==> config.mk <==
export PLATFORM = sky130hd
export DESIGN_NAME = usb_out_data_queue_drain
export DESIGN_NICKNAME = d
export VERILOG_FILES = /design/src/hdl/out_queue_pkg.sv /design/src/hdl/out_queue_fifo.sv /design/src/hdl/out_queue_drain.sv
export SDC_FILE = /design/constraint.sdc
export NUM_CORES = 1
export LEC_CHECK = 0
export BUFFER_PORTS_ARGS = -buffer_cell sky130_fd_sc_hd__buf_4
export CAP_MARGIN = 25
export CORE_UTILIZATION = 50
export CTS_CLUSTER_DIAMETER = 200
export DETAILED_ROUTE_END_ITERATION = 8
export GPL_ROUTABILITY_DRIVEN = 0
export PLACE_DENSITY = 0.81
export SLEW_MARGIN = 30
export SYNTH_ARGS = -nofsm -noshare
export SYNTH_HDL_FRONTEND = slang
export SYNTH_SLANG_ARGS = --single-unit
==> constraint.sdc <==
create_clock -name clock_i -period 7.6 [get_ports clock_i]
set_input_delay 0.76 -clock clock_i [delete_from_list [all_inputs] [get_ports clock_i]]
set_output_delay 0.76 -clock clock_i [all_outputs]
set_load 0.03 [all_outputs]
==> src/hdl/out_queue_pkg.sv <==
// Package: shared types and constants for the OUT data receive queue
package out_queue_pkg;

    localparam int EP_COUNT = 16;
    localparam int EP_W = 4;
    localparam int DATA_W = 32;
    localparam int DEPTH = 8;
    localparam int PTR_W = 3;
    localparam logic [PTR_W:0] DEPTH_CNT = 4'h8;
    localparam logic [PTR_W:0] CNT_ONE = 4'h1;
    localparam logic [PTR_W-1:0] PTR_ONE = 3'h1;
    localparam int IRQ_W = 8;
    localparam int IRQ_MISSING_DESC = 6;
    localparam logic [EP_COUNT-1:0] EP_NONE = 16'h0000;

    typedef struct packed {
        logic [EP_W-1:0] ep;
        logic [DATA_W-1:0] data;
        logic last;
    } q_entry_t;

    typedef struct packed {
        q_entry_t [DEPTH-1:0] mem;
        logic [PTR_W-1:0] wr_ptr;
        logic [PTR_W-1:0] rd_ptr;
        logic [PTR_W:0] count;
    } fifo_state_t;

    typedef struct packed {
        logic [EP_COUNT-1:0] missing_descriptor_error_flag;
        logic irq;
        logic head_blocked;
    } drain_state_t;

endpackage

==> src/hdl/out_queue_fifo.sv <==
// Shared in-order receive queue storage
`timescale 1ns/1ps
module out_queue_fifo
    import out_queue_pkg::*;
(
    input wire logic clock_i,
    input wire logic resetn_i,
    input wire logic push_i,
    input wire q_entry_t push_data_i,
    output logic full_o,
    input wire logic pop_i,
    output logic empty_o,
    output q_entry_t head_o
);

    fifo_state_t st_r;
    fifo_state_t st_nxt;
    logic do_push;
    logic do_pop;

    assign full_o = (st_r.count == DEPTH_CNT);
    assign empty_o = (st_r.count == '0);
    assign head_o = st_r.mem[st_r.rd_ptr];
    assign do_push = push_i && !full_o;
    assign do_pop = pop_i && !empty_o;

    always_comb
    begin
        st_nxt = st_r;
        if (do_push)
        begin
            st_nxt.mem[st_r.wr_ptr] = push_data_i;
            st_nxt.wr_ptr = st_r.wr_ptr + PTR_ONE;
        end
        if (do_pop)
        begin
            st_nxt.rd_ptr = st_r.rd_ptr + PTR_ONE;
        end
        if (do_push && !do_pop)
        begin
            st_nxt.count = st_r.count + CNT_ONE;
        end
        else if (do_pop && !do_push)
        begin
            st_nxt.count = st_r.count - CNT_ONE;
        end
    end

    always_ff @(posedge clock_i or negedge resetn_i)
    begin
        if (!resetn_i)
        begin
            st_r <= '0;
        end
        else
        begin
            st_r <= st_nxt;
        end
    end

    a_count_push: assert property (@(posedge clock_i) disable iff (!resetn_i)
        (push_i && !full_o && !pop_i) |=> (st_r.count == $past(st_r.count) + CNT_ONE))
        else $error("queue count did not rise on push");
    a_fifo_order: assert property (@(posedge clock_i) disable iff (!resetn_i)
        (pop_i && !empty_o) |=> (st_r.rd_ptr == $past(st_r.rd_ptr) + PTR_ONE))
        else $error("read pointer did not step on pop");

endmodule // out_queue_fifo

==> src/hdl/out_queue_drain.sv <==
// OUT data receive queue with in-order drain to memory
`timescale 1ns/1ps
module usb_out_data_queue_drain
    import out_queue_pkg::*;
(
    input wire logic clock_i,
    input wire logic resetn_i,
    input wire logic rx_valid_i,
    input wire q_entry_t rx_entry_i,
    output logic rx_ready_o,
    input wire logic [EP_COUNT-1:0] desc_avail_i,
    input wire logic [EP_COUNT-1:0] flag_clear_i,
    output logic mem_valid_o,
    output q_entry_t mem_entry_o,
    input wire logic mem_ready_i,
    output logic desc_consume_o,
    output logic [EP_W-1:0] desc_consume_ep_o,
    output logic [EP_COUNT-1:0] endpoint_status_register_o,
    output logic [IRQ_W-1:0] irq_o,
    output logic head_blocked_o
);

    drain_state_t st_r;
    drain_state_t st_nxt;
    logic fifo_full;
    logic fifo_empty;
    q_entry_t head;
    logic rx_take;
    logic head_has_desc;
    logic pop;
    logic [EP_COUNT-1:0] set_vec;

    out_queue_fifo u_fifo (
        .clock_i(clock_i),
        .resetn_i(resetn_i),
        .push_i(rx_take),
        .push_data_i(rx_entry_i),
        .full_o(fifo_full),
        .pop_i(pop),
        .empty_o(fifo_empty),
        .head_o(head)
    );

    assign rx_ready_o = !fifo_full;
    assign rx_take = rx_valid_i && !fifo_full;
    // Only the head is ever considered; later ready endpoints wait
    assign head_has_desc = desc_avail_i[head.ep];
    assign mem_valid_o = !fifo_empty && head_has_desc;
    assign mem_entry_o = head;
    assign pop = mem_valid_o && mem_ready_i;
    // Descriptor is used up at the packet's last word
    assign desc_consume_o = pop && head.last;
    assign desc_consume_ep_o = head.ep;
    assign endpoint_status_register_o = st_r.missing_descriptor_error_flag;
    assign head_blocked_o = st_r.head_blocked;

    genvar g;
    generate
        for (g = 0; g < EP_COUNT; g++)
        begin : g_set
            assign set_vec[g] = rx_take && (rx_entry_i.ep == EP_W'(g)) && !desc_avail_i[g];

            a_flag_hold: assert property (@(posedge clock_i) disable iff (!resetn_i)
                (endpoint_status_register_o[g] && !flag_clear_i[g])
                |=> endpoint_status_register_o[g])
                else $error("missing descriptor flag dropped");

            a_flag_clear: assert property (@(posedge clock_i) disable iff (!resetn_i)
                (flag_clear_i[g] && !set_vec[g])
                |=> !endpoint_status_register_o[g])
                else $error("missing descriptor flag not cleared");

            a_flag_cause: assert property (@(posedge clock_i) disable iff (!resetn_i)
                $rose(endpoint_status_register_o[g])
                |-> $past(set_vec[g]))
                else $error("flag set without a cause");
        end
    endgenerate

    always_comb
    begin
        st_nxt = st_r;
        // Set beats clear so a fresh event is never lost
        st_nxt.missing_descriptor_error_flag =
            (st_r.missing_descriptor_error_flag & ~flag_clear_i) | set_vec;
        st_nxt.irq = |st_nxt.missing_descriptor_error_flag;
        st_nxt.head_blocked = !fifo_empty && !head_has_desc;
    end

    always_ff @(posedge clock_i or negedge resetn_i)
    begin
        if (!resetn_i)
        begin
            st_r <= '0;
        end
        else
        begin
            st_r <= st_nxt;
        end
    end

    always_comb
    begin
        irq_o = '0;
        irq_o[IRQ_MISSING_DESC] = st_r.irq;
    end

    // Head gating: a missing descriptor at the head stalls the drain for every endpoint
    a_head_gate: assert property (@(posedge clock_i) disable iff (!resetn_i)
        (!fifo_empty && desc_avail_i[head.ep])
        |-> mem_valid_o)
        else $error("head with descriptor not offered");

    a_head_hold: assert property (@(posedge clock_i) disable iff (!resetn_i)
        !desc_avail_i[mem_entry_o.ep]
        |-> !mem_valid_o)
        else $error("head released without descriptor");

    a_head_stall: assert property (@(posedge clock_i) disable iff (!resetn_i)
        (!fifo_empty && !desc_avail_i[head.ep])
        |=> (head == $past(head)) && head_blocked_o)
        else $error("blocked head moved or not reported");

    a_unblocked: assert property (@(posedge clock_i) disable iff (!resetn_i)
        (fifo_empty || desc_avail_i[head.ep])
        |=> !head_blocked_o)
        else $error("blocked reported without a stall");

    a_stall_all: assert property (@(posedge clock_i) disable iff (!resetn_i)
        (!fifo_empty && !desc_avail_i[head.ep])
        |-> (!mem_valid_o && !desc_consume_o))
        else $error("later entry passed a blocked head");

    a_stuck_full: assert property (@(posedge clock_i) disable iff (!resetn_i)
        (fifo_full && !desc_avail_i[head.ep])
        |=> !rx_ready_o)
        else $error("locked queue accepted data");

    a_empty_idle: assert property (@(posedge clock_i) disable iff (!resetn_i)
        fifo_empty
        |-> (!mem_valid_o && !desc_consume_o))
        else $error("empty queue offered data");

    a_head_steady: assert property (@(posedge clock_i) disable iff (!resetn_i)
        (mem_valid_o && !mem_ready_i)
        |=> (mem_entry_o == $past(mem_entry_o)))
        else $error("waiting head changed");

    a_accept_entry: assert property (@(posedge clock_i) disable iff (!resetn_i)
        (rx_valid_i && rx_ready_o && fifo_empty)
        |=> (mem_entry_o == $past(rx_entry_i)))
        else $error("first word not at head");

    a_consume_last: assert property (@(posedge clock_i) disable iff (!resetn_i)
        desc_consume_o
        |-> (mem_valid_o && mem_ready_i && mem_entry_o.last))
        else $error("descriptor used up off a packet end");

    a_consume_ep: assert property (@(posedge clock_i) disable iff (!resetn_i)
        desc_consume_o
        |-> (desc_consume_ep_o == mem_entry_o.ep))
        else $error("descriptor used up for wrong endpoint");

    // Missing-descriptor reporting
    a_irq_raise: assert property (@(posedge clock_i) disable iff (!resetn_i)
        (rx_valid_i && rx_ready_o && !desc_avail_i[rx_entry_i.ep])
        |=> irq_o[IRQ_MISSING_DESC])
        else $error("missing descriptor interrupt not raised");

    a_irq_idle: assert property (@(posedge clock_i) disable iff (!resetn_i)
        (endpoint_status_register_o == EP_NONE)
        |-> !irq_o[IRQ_MISSING_DESC])
        else $error("interrupt without flag");

    a_irq_level: assert property (@(posedge clock_i) disable iff (!resetn_i)
        (|endpoint_status_register_o)
        |-> irq_o[IRQ_MISSING_DESC])
        else $error("flag pending without interrupt");

    a_irq_spare: assert property (@(posedge clock_i) disable iff (!resetn_i)
        (irq_o[IRQ_W-1:IRQ_MISSING_DESC+1] == '0)
        && (irq_o[IRQ_MISSING_DESC-1:0] == '0))
        else $error("unused interrupt line driven");

    a_flag_set: assert property (@(posedge clock_i) disable iff (!resetn_i)
        (rx_valid_i && rx_ready_o && !desc_avail_i[rx_entry_i.ep])
        |=> endpoint_status_register_o[$past(rx_entry_i.ep)])
        else $error("missing descriptor flag not set");

    a_set_wins: assert property (@(posedge clock_i) disable iff (!resetn_i)
        (rx_valid_i && rx_ready_o && !desc_avail_i[rx_entry_i.ep] && flag_clear_i[rx_entry_i.ep])
        |=> endpoint_status_register_o[$past(rx_entry_i.ep)])
        else $error("clear beat a fresh missing descriptor event");

    // Receive side back-pressure
    a_ready_full: assert property (@(posedge clock_i) disable iff (!resetn_i)
        fifo_full
        |-> !rx_ready_o)
        else $error("accepting while full");

    a_ready_room: assert property (@(posedge clock_i) disable iff (!resetn_i)
        !fifo_full
        |-> rx_ready_o)
        else $error("refusing while room is left");

    a_full_hold: assert property (@(posedge clock_i) disable iff (!resetn_i)
        (fifo_full && !mem_ready_i)
        |=> fifo_full)
        else $error("full queue lost an entry");

    c_drain: cover property (@(posedge clock_i) disable iff (!resetn_i) pop);
    c_block: cover property (@(posedge clock_i) disable iff (!resetn_i) head_blocked_o ##3 pop);
    c_full: cover property (@(posedge clock_i) disable iff (!resetn_i) fifo_full);
    c_set_clear: cover property (@(posedge clock_i) disable iff (!resetn_i) |(set_vec & flag_clear_i));
    c_packet: cover property (@(posedge clock_i) disable iff (!resetn_i) (pop && !head.last) ##1 desc_consume_o);

endmodule // usb_out_data_queue_drain

# == Yosys cells after proc, flatten, opt, wreduce, memory -nomap -nowiden ==
# Cells that the tools add are included.
# Widths: inputs -> output; s select.
# totals
regBits,324
elab_cells,133
# classes
n_lt_le_gt_ge,4
add_sub_neg,4
n_eq_ne,16
n_bitwise,3
n_reduce_logical,67
muxes,9
# ops
operator,count
$bwmux 296,1
$bmux 37 s3,1
$demux 37 s3,1
$mux 37,2
$logic_and 1x1->1,42
$eq 4x4->1 const B,9
$logic_not 1->1,21
$and 16x16->16,1
$eq 4x3->1 const B,4
$not 16->16,1
$or 16x16->16,1
$reduce_or 16->1,1
$eq 4x2->1 const B,2
$logic_not 4->1,2
$lt 3x4->1 const B,2
$mux 4,2
$add 3x1->3 const B,2
$lt 4x5->1 const B,1
$add 4x1->4 const B,1
$bmux 1 s4,1
$eq 4x1->1 const B,1
$sub 4x1->4 const B,1
$ge 3x1->1 const B,1
$reduce_bool 2->1,1
$mux 1,1

# == Longest topological paths before layout ==
# logic_depth
word_depth,10
ltp_mapped,16
mapped_depth_nobuf,15

# == Modules after synthesis ==
# Synthesis repeated with hierarchy kept, for this count alone.
# unflattened
hier_cells,913
area_unflattened_um2,15320.9
# modules_own_cells
mod,instances,cells_each,area_per_inst_um2,seq_area_each_um2
out_queue_fifo,1,816,14291.2,7657.3
usb_out_data_queue_drain,1,97,1029.7,450.4

# == Worst setup path after synthesis ==
# OpenSTA, ideal clock, no wires.
# synth_path
kind,flip-flop to flip-flop
start,register u_fifo.st_r[4] (netlist name)
end,register u_fifo.st_r[3] (netlist name)
arrival_time_ps,3479
stages_incl_launch_ff,16
slack_ps,3996
synth_period_minus_slack_ps,3604
setup_ps,125
required_ps,7475
cell_sequence,dfrtp_1 -> mux2_2 -> mux4_2 -> buf_6 -> mux4_2 -> or3b_1 -> nand4_2 -> nand3_4 -> ha_1 -> inv_1 -> ha_1 -> a21o_1 -> a21oi_1 -> xnor2_1 -> nor2_1 -> xor2_1
# synth_between
elab_chain_cells,10
word_cells_on_any_way,12
classes_between,mux: 5; reduce/logical: 7
# synth_rtl
item,line_no,text
from (decl),out_queue_fifo.sv:16,fifo_state_t st_r;
from (signal assigned),out_queue_fifo.sv:57,st_r <= st_nxt;
$bmux 37 s3 (*),out_queue_fifo.sv:23,assign head_o = st_r.mem[st_r.rd_ptr];
$mux 37 (not written as such) (*),out_queue_fifo.sv:23,
named net desc_consume_ep_o[0],out_queue_drain.sv:17,"output logic [EP_W-1:0] desc_consume_ep_o,"
$bmux 1 s4 (*),out_queue_drain.sv:47,assign head_has_desc = desc_avail_i[head.ep];
$mux 1 (not written as such) (*),out_queue_drain.sv:47,
$logic_and 1x1->1 (*),out_queue_drain.sv:48,assign mem_valid_o = !fifo_empty && head_has_desc;
$logic_and 1x1->1 (*),out_queue_drain.sv:50,assign pop = mem_valid_o && mem_ready_i;
$logic_and 1x1->1 (*),out_queue_fifo.sv:25,assign do_pop = pop_i && !empty_o;
$logic_not 1->1,out_queue_fifo.sv:39,if (do_push && !do_pop)
$logic_and 1x1->1,out_queue_fifo.sv:39,
$mux 4 or $reduce_bool 2->1 (tied branches),-,
# The timed path passes the listed nets; every way through them passes the cells marked *. The select of a mux whose other input is x is not followed.
# A chain may end at the register's enable or synchronous reset.

# == Final worst setup path ==
# layout_path
start,register u_fifo.st_r[5] (netlist name)
end,output port desc_consume_o
# layout_between
elab_chain_cells,7
# layout_rtl
item,line_no,text
$bmux 37 s3 (*),out_queue_fifo.sv:23,
$mux 37 (not written as such) (*),out_queue_fifo.sv:23,
$bmux 1 s4,out_queue_drain.sv:47,
$mux 1 (not written as such),out_queue_drain.sv:47,
$logic_and 1x1->1,out_queue_drain.sv:48,
$logic_and 1x1->1,out_queue_drain.sv:50,
$logic_and 1x1->1 (*),out_queue_drain.sv:52,assign desc_consume_o = pop && head.last;
to (decl),out_queue_drain.sv:16,"output logic desc_consume_o,"
# Every way passes the cells marked *; elsewhere a longest branch is shown, timed or not. The select of a mux whose other input is x is not followed.

==> metrics <==
initial cell density of the core between 50% and 60%; R2R setup slack 2860 ps; DPL Wire Length ~19000 µm; min-delay worst type in -> async; Syn-to-layout area delta 15.9%; Main synth FF type dfrtp_1; PwrDens 501 mW/mm²; asr flop ratio synth 100%; Final period util between 60% and 70%; unique cell type count in the Yosys netlist 45; CP max stage cell dfrtp_4; sequential share of power a little over a third; commonest non-fill, non-tap cell in the layout mux2_2; Vias around 8.5k; max-slew violation count 0; GRT Residual Overflow 0; Port Buffer Count ~130; Avg Cell Area, Syn 15.9 µm²; Gate Count Post-Synth 930; Finished Core Util between 50% and 60%; CP Capture Type output port; Post-Layout Cell Count around 1.5k; number of enable flip-flop cells after synthesis 0; CTS Hold Bufs 0; CTS tree yes; synthesized-area fraction occupied by adder cells less than 1%; clk buf depth 3; clock sinks around 320; Vias/cell approximately 5.8; Place WS ~2800 ps; final worst slack between 2000 and 3000 ps; IO Pins 142; RSZ-0062 raised after global routing no; Gate power share between 40% and 50%; Synth Area in XOR/XNOR less than 1%; busiest grt layer met2; largest net degree at the start of global routing roughly 170; Die Area 0.0302 mm²; kind of critical path reg -> out; status complete, no violations; crit path cell chain buf_4, mux2i_1, mux4_2, inv_1, mux4_2, or3b_1, nand4_2, nand3_4, nor2b_1, buf_4; Routed WL per cell between 20 and 25 µm; Total Routed Length 31100 µm; CP Max Fanout between 40 and 50; # rows 62; Clock power frac 17.5%; Simple-Gate Fraction of Synth Area between 2 and 2.5%; Seq/Total Area, Yosys 54.9%; Core Box Area 0.0289 mm²; cts repair resizes 0; Design Area, Final between 0.015 and 0.02 mm²; Critical Path Source u_fifo.st_r[5]$_DFFE_PN0P_; VDD IR max about 0.26 mV; slew of the pin with the lowest slew margin between 800 and 900 ps; number of max-cap violations 0; register bit total from synthesis ~320; Root Driver clkbuf_16; most frequent cells in the layout mux2_2, dfrtp_1, buf_4; met1 Use GR between 20 and 30%; skew final ~12 ps; Int Power 5.60 mW; grt met3 use about 4.0%; Sw Pwr between 2 and 3 mW; DRC violations left 0; setup TNS 0 ps; Total Power ~8.6 mW; Peak Freq approximately 200 MHz; First-pass DRT Iterations 4; Synth Area in Compound Gates 1.42%; vias in the first global route a little over 9k; post-CTS setup buffer count 0; CP Buf/Inv Count 3; GR met2 Demand/Resource between 30% and 40%; CP required 6840 ps; Ant. Diodes 0; die width ~170 µm; Die H roughly 170 µm; mux contribution to synthesized area a little under two fifths; min Tclk post-route ~5000 ps; Leak ~7.4 nW; R2R Path Start u_fifo.st_r[5]$_DFFE_PN0P_; share of post-route cells with drive strength above 1 slightly below 60%; Post-Synthesis Cell Area approximately 0.015 mm²; Worst-path clk slew about 60 ps; main combinational cell family by area after synthesis multiplexers; dpl cells between 1k and 1.5k; dominant delay contributor by cell family on the critical path buffers and inverters; Switching Share roughly a third; GR Util All Layers around a fifth; CTS buffer count 31; Hold Fails Final Rpt 0; later-pin clock latency in the skew report roughly 550 ps; Final #Nets roughly 1.1k; initial antenna violation count 0; number of routed nets with antenna violations 0; H-tree Lvls 1; initial DRC count 497; Critical Path AT ~4200 ps; Slew HR about two fifths; Ys Warns 0; CP max stage delay roughly 810 ps; first-pass GRT wire length ~50000 µm; hold slack final around 260 ps; crit path launch type flop; DP Area between 0.015 and 0.02 mm²; final setup fails 0
## power groups by stage
stage,registers (mW),logic [mW],clock network [mW]
global route,3.22,4.22,1.61
CTS,3.10,4.01,1.54
global placement,3.08,3.89,0
finish,3.11,3.97,1.50
detailed placement,3.12,3.99,0
floorplan,2.86,3.14,0
## synth_stat cells, types with 2 or more instances
library cell | number | area (µm²)
mux2_2 | 341 | 3840
dfrtp_1 | 324 | 8110
mux4_2 | 71 | 1600
clkbuf_1 | 49 | 184
inv_1 | 18 | 67.6
o32ai_1 | 16 | 140
buf_4 | 12 | 90.1
nand2_1 | 9 | 33.8
mux2i_1 | 8 | 80.1
xnor2_1 | 7 | 61.3
nand3_1 | 6 | 30.0
and3_1 | 5 | 31.3
buf_2 | 5 | 25.0
ha_1 | 5 | 62.6
nor2_1 | 5 | 18.8
nor2b_1 | 4 | 25.0
nor4_1 | 4 | 25.0
nand2b_1 | 3 | 18.8
nand3b_1 | 3 | 22.5
nand4_1 | 3 | 18.8
nor4b_1 | 3 | 26.3
a22o_1 | 2 | 17.5
a22oi_1 | 2 | 15.0
and2_1 | 2 | 12.5
buf_6 | 2 | 22.5
nand4b_1 | 2 | 17.5
## routing by layer
metal	up-vias	routed length, µm
met5	-	0
met4	0	628
met3	55	1860
met2	250	15200
met1	4484	13400
li1	3690	-
## worst paths after layout
check	end	cells past startpoint
worst max-delay path	desc_consume_o	10
worst min-delay path	u_fifo.st_r[16]$_DFFE_PN0P_	1
worst max register to register	u_fifo.st_r[3]$_DFFE_PN0P_	16
worst min register to register	u_fifo.st_r[3]$_DFFE_PN0P_	1
max in group asynchronous	u_fifo.st_r[147]$_DFFE_PN0P_	2
min in group clock_i	endpoint_status_register_o[13]$_DFF_PN0_	2
## state kept, by name, summed over array words and instances, names as in the netlist
signal / cells
endpoint_status_register_o: 16
head_blocked_o: 1
irq_o: 1
u_fifo.st_r: 306
## cell families (layout without fill, tap and decap cells)
group | count (synthesis) | in the layout
muxes | 422 | 422
DFF | 324 | 324
buffers and inverters | 88 | 220
and+or+nand+nor | 56 | 56
AOI/OAI and AO/OA | 25 | 25
xor gates and xnor gates | 8 | 8
adders and majority gates | 6 | 6
other | 1 | 7
## final cells by class
cell class | instances | area (µm²)
Clock buffer | 46 | 912
Sequential cell | 324 | 8120
Tap cell | 384 | 480
Timing Repair Buffer | 150 | 1150
Inverter | 19 | 71.3
Fill cell | 2180 | 11800
Multi-Input combinational cell | 524 | 6300
Clock inverter | 5 | 75.1
(Power assumes the default switching activity.)
